[src/shared/spms_pkg.sv]
package spms_pkg;
    localparam int MODE_W = 4;
    localparam int SLOT_W = 4;

    // Pin function select field encodings
    localparam logic [3:0] MODE_STANDALONE = 4'h0;
    localparam logic [3:0] MODE_EXT_CLK = 4'h1;
    localparam logic [3:0] MODE_TRIG_INT = 4'h2;
    localparam logic [3:0] MODE_TRIG_EXT_CLK = 4'h3;
    localparam logic [3:0] MODE_CTRL_OUT = 4'h4;

    // Exposure slot codes for the extended slot states A, B, C
    localparam logic [3:0] SLOT_A = 4'ha;
    localparam logic [3:0] SLOT_B = 4'hb;
    localparam logic [3:0] SLOT_C = 4'hc;

    // Internal oscillator and core clock rates
    localparam int INT_OSC_HZ = 32768;
    localparam int CORE_HZ = 125000000;
    localparam int OSC_DIV = CORE_HZ / INT_OSC_HZ / 2;
    localparam int OSC_DIV_W = 12;

    // Start-of-sample output pulse length in core cycles
    localparam int SOS_PULSE_TICKS = 1;

    typedef enum logic [2:0] {
        SPMS_TS_INT = 3'h1,
        SPMS_TS_EXT = 3'h2,
        SPMS_TS_NONE = 3'h4
    } spms_tsrc_e;
endpackage

[src/logic/spms_pin_mode.sv]
`timescale 1ns/10ps
// Contract
// Four-bit mode field sets pins and timing
// Modes 0/1: pin one low on emitters 4-6
// Mux pin driven only if slots A/B/C used
// Mode 0: pin two off, internal oscillator
// Mode 1: pin two external clock input
// Modes 2/3: pin one is trigger input
// Mode 2: trigger starts, internal exposure timing
// Modes 2/4: pin two is mux control
// Mode 3: exposure from pin-two clock
// Mode 4: pin one drives start-of-sample
// Mode 4: all timing internal
// Trigger synchronised, rising edge starts sample
module spms_pin_mode #(
    parameter int OSC_DIV_P = spms_pkg::OSC_DIV
) (
    input wire logic core_clk,
    input wire logic rst,
    input wire logic clk_en,
    input wire logic [spms_pkg::MODE_W-1:0] pin_function_select,
    input wire logic slot_abc_enabled,
    input wire logic exposure_active,
    input wire logic [spms_pkg::SLOT_W-1:0] sequence_slot_select,
    input wire logic sample_start_int,
    input wire logic first_sync_pin_in,
    input wire logic second_sync_pin_in,
    output logic first_sync_pin_out,
    output logic first_sync_pin_oe,
    output logic second_sync_pin_out,
    output logic second_sync_pin_oe,
    output logic sample_tick,
    output logic exposure_tick,
    output logic sample_start,
    output logic second_sync_pin_disabled
);
    logic [1:0] pins_sync;
    logic trig_prev_reg, trig_prev_next;
    logic ext_prev_reg, ext_prev_next;
    logic [spms_pkg::OSC_DIV_W-1:0] div_reg, div_next;
    logic osc_reg, osc_next;
    logic p1_out_reg, p1_out_next, p1_oe_reg, p1_oe_next;
    logic p2_out_reg, p2_out_next, p2_oe_reg, p2_oe_next;
    logic stick_reg, stick_next, etick_reg, etick_next;
    logic start_reg, start_next, dis_reg, dis_next;
    spms_pkg::spms_tsrc_e samp_src, expo_src;
    logic trig_rise, ext_rise, osc_rise, mux_level, mux_mode1, mux_mode2;
    logic ctrl_out, dis_mode;

    // Both pins pass two flops before anything looks at them
    spms_sync2 #(.W(2)) u_sync (
        .core_clk(core_clk),
        .rst(rst),
        .clk_en(clk_en),
        .d({second_sync_pin_in, first_sync_pin_in}),
        .q(pins_sync)
    );

    always_comb begin
        samp_src = spms_pkg::SPMS_TS_INT;
        expo_src = spms_pkg::SPMS_TS_INT;
        mux_mode1 = 1'b0;
        mux_mode2 = 1'b0;
        ctrl_out = 1'b0;
        dis_mode = 1'b0;
        case (pin_function_select)
            spms_pkg::MODE_STANDALONE: begin
                mux_mode1 = 1'b1;
                dis_mode = 1'b1;
            end
            spms_pkg::MODE_EXT_CLK: begin
                mux_mode1 = 1'b1;
                samp_src = spms_pkg::SPMS_TS_EXT;
                expo_src = spms_pkg::SPMS_TS_EXT;
            end
            spms_pkg::MODE_TRIG_INT: begin
                samp_src = spms_pkg::SPMS_TS_NONE;
                mux_mode2 = 1'b1;
            end
            spms_pkg::MODE_TRIG_EXT_CLK: begin
                samp_src = spms_pkg::SPMS_TS_NONE;
                expo_src = spms_pkg::SPMS_TS_EXT;
            end
            spms_pkg::MODE_CTRL_OUT: begin
                ctrl_out = 1'b1;
                mux_mode2 = 1'b1;
            end
            default: begin
                dis_mode = 1'b1;
            end
        endcase
    end

    always_comb begin
        trig_prev_next = clk_en ? pins_sync[0] : trig_prev_reg;
        ext_prev_next = clk_en ? pins_sync[1] : ext_prev_reg;
        trig_rise = pins_sync[0] & ~trig_prev_reg;
        ext_rise = pins_sync[1] & ~ext_prev_reg;
        div_next = div_reg;
        osc_next = osc_reg;
        osc_rise = 1'b0;
        if (div_reg == spms_pkg::OSC_DIV_W'(OSC_DIV_P - 1)) begin
            div_next = '0;
            osc_next = ~osc_reg;
            osc_rise = ~osc_reg;
        end else begin
            div_next = div_reg + 1'b1;
        end
        if (!clk_en) begin
            div_next = div_reg;
            osc_next = osc_reg;
        end
        // Low on emitters four to six, high on other exposures
        mux_level = !(sequence_slot_select == spms_pkg::SLOT_A ||
                      sequence_slot_select == spms_pkg::SLOT_B ||
                      sequence_slot_select == spms_pkg::SLOT_C) || !exposure_active;
    end

    always_comb begin
        p1_out_next = p1_out_reg;
        p1_oe_next = p1_oe_reg;
        p2_out_next = p2_out_reg;
        p2_oe_next = p2_oe_reg;
        // Ticks and starts hold as well, so a frozen block replays nothing on wake
        stick_next = stick_reg;
        etick_next = etick_reg;
        start_next = start_reg;
        dis_next = dis_reg;
        if (clk_en) begin
            dis_next = dis_mode;
            p1_out_next = mux_mode1 ? mux_level : 1'b0;
            p1_oe_next = mux_mode1 & slot_abc_enabled;
            p2_out_next = mux_mode2 ? mux_level : 1'b0;
            p2_oe_next = mux_mode2 & slot_abc_enabled;
            if (ctrl_out) begin
                // Pulse stands one core cycle per internal sample start
                p1_out_next = sample_start_int;
                p1_oe_next = 1'b1;
            end
            case (samp_src)
                spms_pkg::SPMS_TS_INT: stick_next = osc_rise;
                spms_pkg::SPMS_TS_EXT: stick_next = ext_rise;
                default: stick_next = 1'b0;
            endcase
            case (expo_src)
                spms_pkg::SPMS_TS_INT: etick_next = osc_rise;
                spms_pkg::SPMS_TS_EXT: etick_next = ext_rise;
                default: etick_next = 1'b0;
            endcase
            if (samp_src == spms_pkg::SPMS_TS_NONE) begin
                start_next = trig_rise;
            end else begin
                start_next = sample_start_int;
            end
        end
    end

    always_ff @(posedge core_clk or posedge rst) begin
        if (rst) begin
            // Match the synchroniser's idle-high reset level
            trig_prev_reg <= 1'b1;
            ext_prev_reg <= 1'b1;
            div_reg <= '0;
            osc_reg <= 1'b0;
            p1_out_reg <= 1'b0;
            p1_oe_reg <= 1'b0;
            p2_out_reg <= 1'b0;
            p2_oe_reg <= 1'b0;
            stick_reg <= 1'b0;
            etick_reg <= 1'b0;
            start_reg <= 1'b0;
            dis_reg <= 1'b1;
        end else begin
            trig_prev_reg <= trig_prev_next;
            ext_prev_reg <= ext_prev_next;
            div_reg <= div_next;
            osc_reg <= osc_next;
            p1_out_reg <= p1_out_next;
            p1_oe_reg <= p1_oe_next;
            p2_out_reg <= p2_out_next;
            p2_oe_reg <= p2_oe_next;
            stick_reg <= stick_next;
            etick_reg <= etick_next;
            start_reg <= start_next;
            dis_reg <= dis_next;
        end
    end

    assign first_sync_pin_out = p1_out_reg;
    assign first_sync_pin_oe = p1_oe_reg;
    assign second_sync_pin_out = p2_out_reg;
    assign second_sync_pin_oe = p2_oe_reg;
    assign sample_tick = stick_reg;
    assign exposure_tick = etick_reg;
    assign sample_start = start_reg;
    assign second_sync_pin_disabled = dis_reg;

    property p_mux_tristate;
        @(posedge core_clk) disable iff (rst)
        (clk_en && !slot_abc_enabled && !ctrl_out) |=> (!first_sync_pin_oe && !second_sync_pin_oe);
    endproperty
    a_mux_tristate: assert property (p_mux_tristate) else $error("mux pin driven without slots");

    property p_mode0_pin1;
        @(posedge core_clk) disable iff (rst)
        (clk_en && pin_function_select == spms_pkg::MODE_STANDALONE && slot_abc_enabled)
            |=> (first_sync_pin_oe && first_sync_pin_out ==
                 $past(!exposure_active || sequence_slot_select < spms_pkg::SLOT_A ||
                       sequence_slot_select > spms_pkg::SLOT_C));
    endproperty
    a_mode0_pin1: assert property (p_mode0_pin1) else $error("pin one mux level wrong");

    property p_mode0_dis;
        @(posedge core_clk) disable iff (rst)
        (clk_en && pin_function_select == spms_pkg::MODE_STANDALONE)
            |=> (second_sync_pin_disabled && !second_sync_pin_oe);
    endproperty
    a_mode0_dis: assert property (p_mode0_dis) else $error("pin two not disabled");

    property p_mode1_ext;
        @(posedge core_clk) disable iff (rst)
        (clk_en && pin_function_select == spms_pkg::MODE_EXT_CLK && ext_rise)
            |=> (sample_tick && exposure_tick);
    endproperty
    a_mode1_ext: assert property (p_mode1_ext) else $error("ext clock edge lost");

    property p_trig_start;
        @(posedge core_clk) disable iff (rst)
        (clk_en && pin_function_select == spms_pkg::MODE_TRIG_INT) |=> (sample_start == $past(trig_rise));
    endproperty
    a_trig_start: assert property (p_trig_start) else $error("trigger start mismatch");

    property p_mode2_int;
        @(posedge core_clk) disable iff (rst)
        (clk_en && pin_function_select == spms_pkg::MODE_TRIG_INT)
            |=> (!sample_tick && exposure_tick == $past(osc_rise));
    endproperty
    a_mode2_int: assert property (p_mode2_int) else $error("mode two timing wrong");

    property p_mode2_pin2;
        @(posedge core_clk) disable iff (rst)
        (clk_en && pin_function_select == spms_pkg::MODE_TRIG_INT && slot_abc_enabled)
            |=> (second_sync_pin_oe && !first_sync_pin_oe);
    endproperty
    a_mode2_pin2: assert property (p_mode2_pin2) else $error("pin two not mux");

    property p_mode3_exp;
        @(posedge core_clk) disable iff (rst)
        (clk_en && pin_function_select == spms_pkg::MODE_TRIG_EXT_CLK)
            |=> (exposure_tick == $past(ext_rise));
    endproperty
    a_mode3_exp: assert property (p_mode3_exp) else $error("mode three exposure wrong");

    property p_mode4_out;
        @(posedge core_clk) disable iff (rst)
        (clk_en && pin_function_select == spms_pkg::MODE_CTRL_OUT)
            |=> (first_sync_pin_oe && first_sync_pin_out == $past(sample_start_int));
    endproperty
    a_mode4_out: assert property (p_mode4_out) else $error("controller output wrong");

    property p_mode4_int;
        @(posedge core_clk) disable iff (rst)
        (clk_en && pin_function_select == spms_pkg::MODE_CTRL_OUT)
            |=> (sample_tick == $past(osc_rise));
    endproperty
    a_mode4_int: assert property (p_mode4_int) else $error("mode four timing wrong");

    property p_mode0_int;
        @(posedge core_clk) disable iff (rst)
        (clk_en && pin_function_select == spms_pkg::MODE_STANDALONE)
            |=> (sample_tick == $past(osc_rise) && exposure_tick == sample_tick);
    endproperty
    a_mode0_int: assert property (p_mode0_int) else $error("mode zero timing wrong");

    property p_mode1_pins;
        @(posedge core_clk) disable iff (rst)
        (clk_en && pin_function_select == spms_pkg::MODE_EXT_CLK)
            |=> (!second_sync_pin_oe && !second_sync_pin_disabled);
    endproperty
    a_mode1_pins: assert property (p_mode1_pins) else $error("pin two not an input");

    property p_mode3_pins;
        @(posedge core_clk) disable iff (rst)
        (clk_en && pin_function_select == spms_pkg::MODE_TRIG_EXT_CLK)
            |=> (!first_sync_pin_oe && !second_sync_pin_oe && !sample_tick);
    endproperty
    a_mode3_pins: assert property (p_mode3_pins) else $error("mode three pin driven");

    // A held trigger level must not start a second sample
    property p_trig_once;
        @(posedge core_clk) disable iff (rst)
        (clk_en && sample_start && pin_function_select == spms_pkg::MODE_TRIG_INT &&
            $past(pin_function_select) == spms_pkg::MODE_TRIG_INT) |=> !sample_start;
    endproperty
    a_trig_once: assert property (p_trig_once) else $error("trigger started twice");

    property p_undef_mode;
        @(posedge core_clk) disable iff (rst)
        (clk_en && pin_function_select > spms_pkg::MODE_CTRL_OUT)
            |=> (!first_sync_pin_oe && !second_sync_pin_oe && second_sync_pin_disabled);
    endproperty
    a_undef_mode: assert property (p_undef_mode) else $error("undefined mode drives pin");

    // Clock enable low holds pin one, both pin enables, the pin-two disable flag and the sample tick
    property p_freeze;
        @(posedge core_clk) disable iff (rst)
        (!clk_en) |=> ($stable(first_sync_pin_oe) && $stable(first_sync_pin_out) &&
            $stable(second_sync_pin_oe) && $stable(sample_tick) &&
            $stable(second_sync_pin_disabled));
    endproperty
    a_freeze: assert property (p_freeze) else $error("state moved while frozen");

    c_trig: cover property (@(posedge core_clk) disable iff (rst) sample_start && !first_sync_pin_oe);
    c_ctrl: cover property (@(posedge core_clk) disable iff (rst) first_sync_pin_oe && first_sync_pin_out);
    c_mux: cover property (@(posedge core_clk) disable iff (rst) second_sync_pin_oe && !second_sync_pin_out);
    c_ext: cover property (@(posedge core_clk) disable iff (rst) exposure_tick && !sample_tick);
    c_freeze: cover property (@(posedge core_clk) disable iff (rst) !clk_en ##1 clk_en);
endmodule

[src/logic/spms_sync2.sv]
`timescale 1ns/10ps
module spms_sync2 #(
    parameter int W = 1
) (
    input wire logic core_clk,
    input wire logic rst,
    input wire logic clk_en,
    input wire logic [W-1:0] d,
    output logic [W-1:0] q
);
    logic [W-1:0] meta_reg;
    logic [W-1:0] meta_next;
    logic [W-1:0] q_reg;
    logic [W-1:0] q_next;

    always_comb begin
        meta_next = clk_en ? d : meta_reg;
        q_next = clk_en ? meta_reg : q_reg;
    end

    always_ff @(posedge core_clk or posedge rst) begin
        if (rst) begin
            // Pins idle high on their pull-ups; avoids a false edge out of reset
            meta_reg <= '1;
            q_reg <= '1;
        end else begin
            meta_reg <= meta_next;
            q_reg <= q_next;
        end
    end

    assign q = q_reg;
endmodule

[config.mk]
export PLATFORM = sky130hd
export DESIGN_NAME = spms_pin_mode
export DESIGN_NICKNAME = d
export VERILOG_FILES = /design/src/shared/spms_pkg.sv /design/src/logic/spms_pin_mode.sv /design/src/logic/spms_sync2.sv
export SDC_FILE = /design/constraint.sdc
export NUM_CORES = 1
export LEC_CHECK = 0
export BUFFER_PORTS_ARGS = -buffer_cell sky130_fd_sc_hd__buf_2
export CORE_MARGIN = 4
export CORE_UTILIZATION = 35
export DETAILED_ROUTE_END_ITERATION = 16
export HOLD_SLACK_MARGIN = 0.06
export SYNTH_ARGS = -nofsm -noshare
export SYNTH_HDL_FRONTEND = slang
export SYNTH_SLANG_ARGS = --single-unit
[constraint.sdc]
create_clock -name core_clk -period 1.8 [get_ports core_clk]
set_clock_uncertainty 0.2 [all_clocks]
set_input_delay 0.27 -clock core_clk [delete_from_list [all_inputs] [get_ports core_clk]]
set_output_delay 0.27 -clock core_clk [all_outputs]
set_load 0.005 [all_outputs]
; ---- Yosys cells after proc, flatten, opt, wreduce, memory -nomap -nowiden
; Index checks and enable logic that the tools add are counted.
[word_totals]
ff_bits = 27
inputBits = 16
word_cells = 62
output_inout_bits = 8
[op_classes]
n_eq_ne = 13
n_reduce_logical = 12
muxes = 15
n_bitwise = 7
n_addsub = 1
[ops]
columns = cell, count
row1 = $add A12 B1 Y12 const B, 1
row2 = $eq A12 B11 Y1 const B, 1
row3 = $eq A4 B4 Y1 const B, 3
row4 = $mux W12, 1
row5 = $mux W1, 10
row6 = $eq A4 B2 Y1 const B, 2
row7 = $reduce_or A2 Y1, 4
row8 = $eq A3 B1 Y1 const B, 2
row9 = $eq A3 B2 Y1 const B, 2
row10 = $pmux W3 S2, 1
row11 = $and A1 B1 Y1, 4
row12 = $eq A4 B1 Y1 const B, 1
row13 = $eq A4 B3 Y1 const B, 1
row14 = $logic_not A4 Y1, 1
row15 = $pmux W1 S2, 2
row16 = $reduce_or A4 Y1, 1
row17 = $eq A3 B3 Y1 const B, 1
row18 = $logic_or A1 B1 Y1, 3
row19 = $not A1 Y1, 3
row20 = $logic_not A1 Y1, 2
row21 = $mux W2, 1
row22 = $reduce_and A2 Y1, 1

; ---- Depth between registers and ports, before layout
[depth]
word_depth = 7
depth_mapped = 7
ltp_nobuf = 6

; ---- Modules after synthesis
; Synthesis repeated with hierarchy kept, for this count alone.
[unflattened]
cells_unflattened = 125
area_unflattened_um2 = 1323.8
[by_module_without_submodules]
columns = module, seq_area_each_um2, n_inst, cells_per_inst, area_per_inst_um2
row1 = spms_pin_mode, 579.3, 1, 116, 1169.9
row2 = spms_sync2, 105.1, 1, 9, 153.9

; ---- Least setup slack after synthesis
; OpenSTA, ideal clock, no wires.
[synth_timing]
kind = flip-flop to flip-flop
startpoint = reg div_reg[0] in the netlist's numbering
endpoint = reg osc_reg
setup_ns = 0.075
arrival_ns = 1.658
setup_slack_ns = -0.134
path_stages_with_launch = 8
n_path_buf = 1
required_time_ns = 1.525
period_less_slack_ns = 1.934
path_cell_list = dfrtp_1 -> inv_1 -> ha_1 -> or4b_4 -> nor4_4 -> and2_1 -> buf_6 -> xor2_2
[synth_via]
elab_chain_len = 2
[synth_lines]
columns = element, line_no
row1 = "start, declared", spms_pin_mode.sv:40  ; logic [spms_pkg::OSC_DIV_W-1:0] div_reg, div_next;
row2 = "start signal, assigned", spms_pin_mode.sv:176  ; div_reg <= div_next;
row3 = $eq A12 B11 Y1, spms_pin_mode.sv:102  ; if (div_reg == spms_pkg::OSC_DIV_W'(OSC_DIV_P - 1)) begin
row4 = $reduce_and A2 Y1 (no source line), n/a
row5 = "end signal, assigned", spms_pin_mode.sv:177  ; osc_reg <= osc_next;
row6 = "end, declared", spms_pin_mode.sv:41  ; logic osc_reg, osc_next;
; No other way between the ends.
; A chain may end at the register's enable or synchronous reset.

; ---- Final worst setup path
[layout_timing]
startpoint = reg div_reg[0] in the netlist's numbering
endpoint = reg stick_reg (netlist: sample_tick)
[layout_via]
elab_chain_len = 3
[layout_lines]
columns = element, line_no
row1 = $eq A12 B11 Y1, spms_pin_mode.sv:102
row2 = $mux W1, spms_pin_mode.sv:102
row3 = $pmux W1 S2, spms_pin_mode.sv:140  ; case (samp_src)
row4 = "end signal, assigned", spms_pin_mode.sv:182  ; stick_reg <= stick_next;
row5 = "end, declared", spms_pin_mode.sv:44  ; logic stick_reg, stick_next, etick_reg, etick_next;
; No other way between the ends.

==> metrics.md <==
| Metric | Value |
|---|---|
| Slew HR | `63.17%` |
| Pwr Total | `1.501 mW` |
| Bufs on Longest Clock Path | `2` |
| Arr. time, crit path | `1990 ps` |
| P&R area growth vs syn | `26.39%` |
| RSZ-0062 raised after global routing | `true` |
| Hold Path Class | `in -> reg` |
| Sink Count | `27` |
| Hold path startpoint | `clk_en` |
| Die area | `0.004858 sq mm` |
| Total negative setup slack | `-1148 ps` |
| Hold Path Cell Cnt | `2` |
| R2R Path Start | `div_reg[0]$_DFFE_PP0P_` |
| Number of buffers created by CTS | `3` |
| Core area | `0.003661 sq mm` |
| Largest area contributor in the netlist | `dfrtp_1` |
| Seq cells post-synth | `27` |
| H-tree depth | `1` |
| CTS tree | `built` |
| Final hold vios | `0` |
| DR iter-0 viols | `33` |
| Initial antenna violation count | `0` |
| IO buf count | `23` |
| GRT overflow | `0` |
| Total number of vias | `1031` |
| DP Wirelength | `1.920 mm` |
| Worst skew pair latency | `280 ps` |
| CP max FO | `4` |
| Clk slew on worst S/H paths | `100 ps` |
| Remaining DRCs | `0` |
| Max-cap violation count | `0` |
| Post-synth top area share | `37.56%` |
| Max Clk Rate | `508.7 MHz` |
| Setup CP Type | `reg -> reg` |
| Top cells by area, synth | `dfrtp_1 (38%), dfstp_2 (14%), mux2_2 (6.8%), nor2_1 (4.2%), xor2_1 (3.9%)` |
| Number of diodes | `0` |
| Worst slew pin tran | `544.8 ps` |
| Io pins | `24` |
| Syn Area/Cell | `10.75 sq um` |
| CP Data Required Time | `1830 ps` |
| Placer Congestion | `0.7380` |
| Fin nets | `182` |
| Fillers | `345` |
| Die span in x | `69.70 microns` |
| Time the worst path needs with I/O delays and setup | `1966 ps` |
| Ratio of cells with drive above 1 in the final layout | `39.26%` |
| Vias in the first global route | `1075` |
| DR vias/cell | `4.886` |
| Chip height | `69.70 microns` |
| Largest register FFs | `12` |
| FP Rows | `22` |
| Leak | `0.7757 nW` |
| R2r endpoint | `sample_tick$_DFFE_PP0P_` |
| Initial Util | `36.40%` |
| Routed WL | `2.596 mm` |
| Synth warn | `0` |
| Global Route Usage Sum | `11.47%` |
| Root Buffer | `clkbuf_8` |
| Hold EP | `div_reg[0]$_DFFE_PP0P_` |
| Post-synthesis sequential area ratio | `51.36%` |
| Final ANT Viol Nets | `0` |
| Syn nets | `142` |
| P per Cell Area | `891.0 mW/mm^2` |
| Unique masters post-synth | `37` |
| Pin count of the biggest net entering global routing | `28` |
| Synthesized cell area | `0.001333 sq mm` |
| Peak supply drop | `0.3107 mV` |
| Wire length per cell | `12.30 microns` |
| Fin crit share | `109.2%` |
| R2R Setup Slk | `-170 ps` |
| Crit path launch type | `flop` |
| Global-route wire length before repair | `4.540 mm` |
| Final setup margin | `-165.8 ps` |
| R2R depth | `7` |
| Outcome | `complete, but fails checks` |
| Failing checks | `negative setup slack` |
| Max-slew violation count | `0` |
| Setup violators final | `12` |
| Cells after Synth | `124` |
| Core Util, Final | `46.00%` |
| Pre-antenna DRT Iters | `4` |
| CP endpoint kind | `flop` |
-- kinds of logic after synthesis --
kind of cell / after synthesis / synth area share [%]
adders and majority gates: 2 / 1.878
muxes: 9 / 7.512
xor gates and xnor gates: 11 / 7.793
AOI/OAI and AO/OA: 14 / 6.855
and+or+nand+nor: 49 / 20.66
DFF: 27 / 51.36
buffers and inverters: 12 / 3.944
-- per-stage QoR --
| step | area (sq um) | setup slack [ps] | hold WS, ps | instances |
|---|---|---|---|---|
| after floorplan | 1333 | -120.7 | 117.5 | 124 |
| after global placement | 1560 | -125.5 | 137.8 | 200 |
| after detailed placement | 1560 | -187.8 | 148.4 | 200 |
| after CTS | 1672 | -138.8 | 110.2 | 210 |
| after global routing | 1684 | -241.8 | 116.0 | 211 |
| final | 1684 | -165.8 | 101.1 | 211 |
-- where the power goes --
| part | internal (mW) | total (mW) | switching [mW] |
|---|---|---|---|
| clock | 0.157 | 0.352 | 0.194 |
| combinational | 0.198 | 0.357 | 0.159 |
| sequential | 0.716 | 0.792 | 0.0757 |
-- area by class of cell --
class	instances	area (sq um)	share of cell area (%)
sequential	27	684.4	40.64
tap	48	60.06	3.566
timing repair buffer	41	262.8	15.60
clock inverter	1	7.507	0.4458
inverter	6	22.52	1.337
multi-input combinational	85	605.6	35.96
clock buffer	3	41.29	2.452
-- how the worst max path moves through the flow --
stage / from / to / slack (ps) / cells past startpoint
after floorplan: div_reg[0]$_DFFE_PP0P_ / osc_reg$_DFFE_PP0P_ / -120 / 7
after global placement: div_reg[0]$_DFFE_PP0P_ / osc_reg$_DFFE_PP0P_ / -130 / 6
after detailed placement: div_reg[0]$_DFFE_PP0P_ / osc_reg$_DFFE_PP0P_ / -190 / 6
after CTS: div_reg[0]$_DFFE_PP0P_ / sample_tick$_DFFE_PP0P_ / -140 / 7
after global routing: div_reg[0]$_DFFE_PP0P_ / sample_tick$_DFFE_PP0P_ / -240 / 7
final: div_reg[0]$_DFFE_PP0P_ / sample_tick$_DFFE_PP0P_ / -170 / 7
-- metal layers --
metal / global-route usage, % / routed length (microns)
met5: 0 / 0
met4: 6.383 / 43
met3: 2.464 / 106
met2: 20.13 / 1344
met1: 12.79 / 1101
-- layout by cell type (no fill, tap or decap), drive strengths merged, types with 4 or more instances in the layout --
master       count
xnor2            4
nand3            4
mux2             8
o21ai            5
dfrtp           20
dlygate4sd3      5
nand2           10
nor3             4
nor2            15
xor2             7
dfstp            7
inv              6
buf             36
-- repair_timing --
action | in CTS | in global routing
gates resized for setup | 4 | 2
endpoints found under the hold margin | 24 | 0
hold buffers | 5 | 0
pin swaps | 7 | 0
buffers inserted | 1 | 1
endpoints found under the setup margin | 12 | 12
-- critical path, cell delays in order (launching register included) --
cell and delay, ps:
dfrtp_1 400, inv_2 60, ha_1 140, or4b_4 470
nor4_4 200, buf_4 180, and3b_1 150, o22a_1 120
-- synthesized netlist by cell type --
master / n
xor2_1: 6
o221ai_1: 1
clkbuf_1: 3
xor2_2: 1
or3b_2: 1
mux2i_1: 1
nor4b_1: 1
inv_1: 6
or4b_4: 1
o22a_1: 1
nor4_4: 1
and4_1: 2
mux2_2: 8
ha_1: 2
o21ai_0: 5
a21oi_1: 1
nand3_1: 4
o211a_1: 1
a21o_1: 1
dfrtp_1: 20
and2_1: 1
nor3_1: 4
nand2b_1: 1
dfstp_2: 7
a211oi_1: 1
nand2_1: 10
xnor2_1: 4
a31oi_1: 2
nor2_1: 15
and3b_1: 1
nand3b_1: 2
nand4b_1: 1
buf_1: 2
o22ai_1: 1
nor3b_1: 1
buf_6: 1
nand4_1: 3
(Power assumes the default switching activity.)
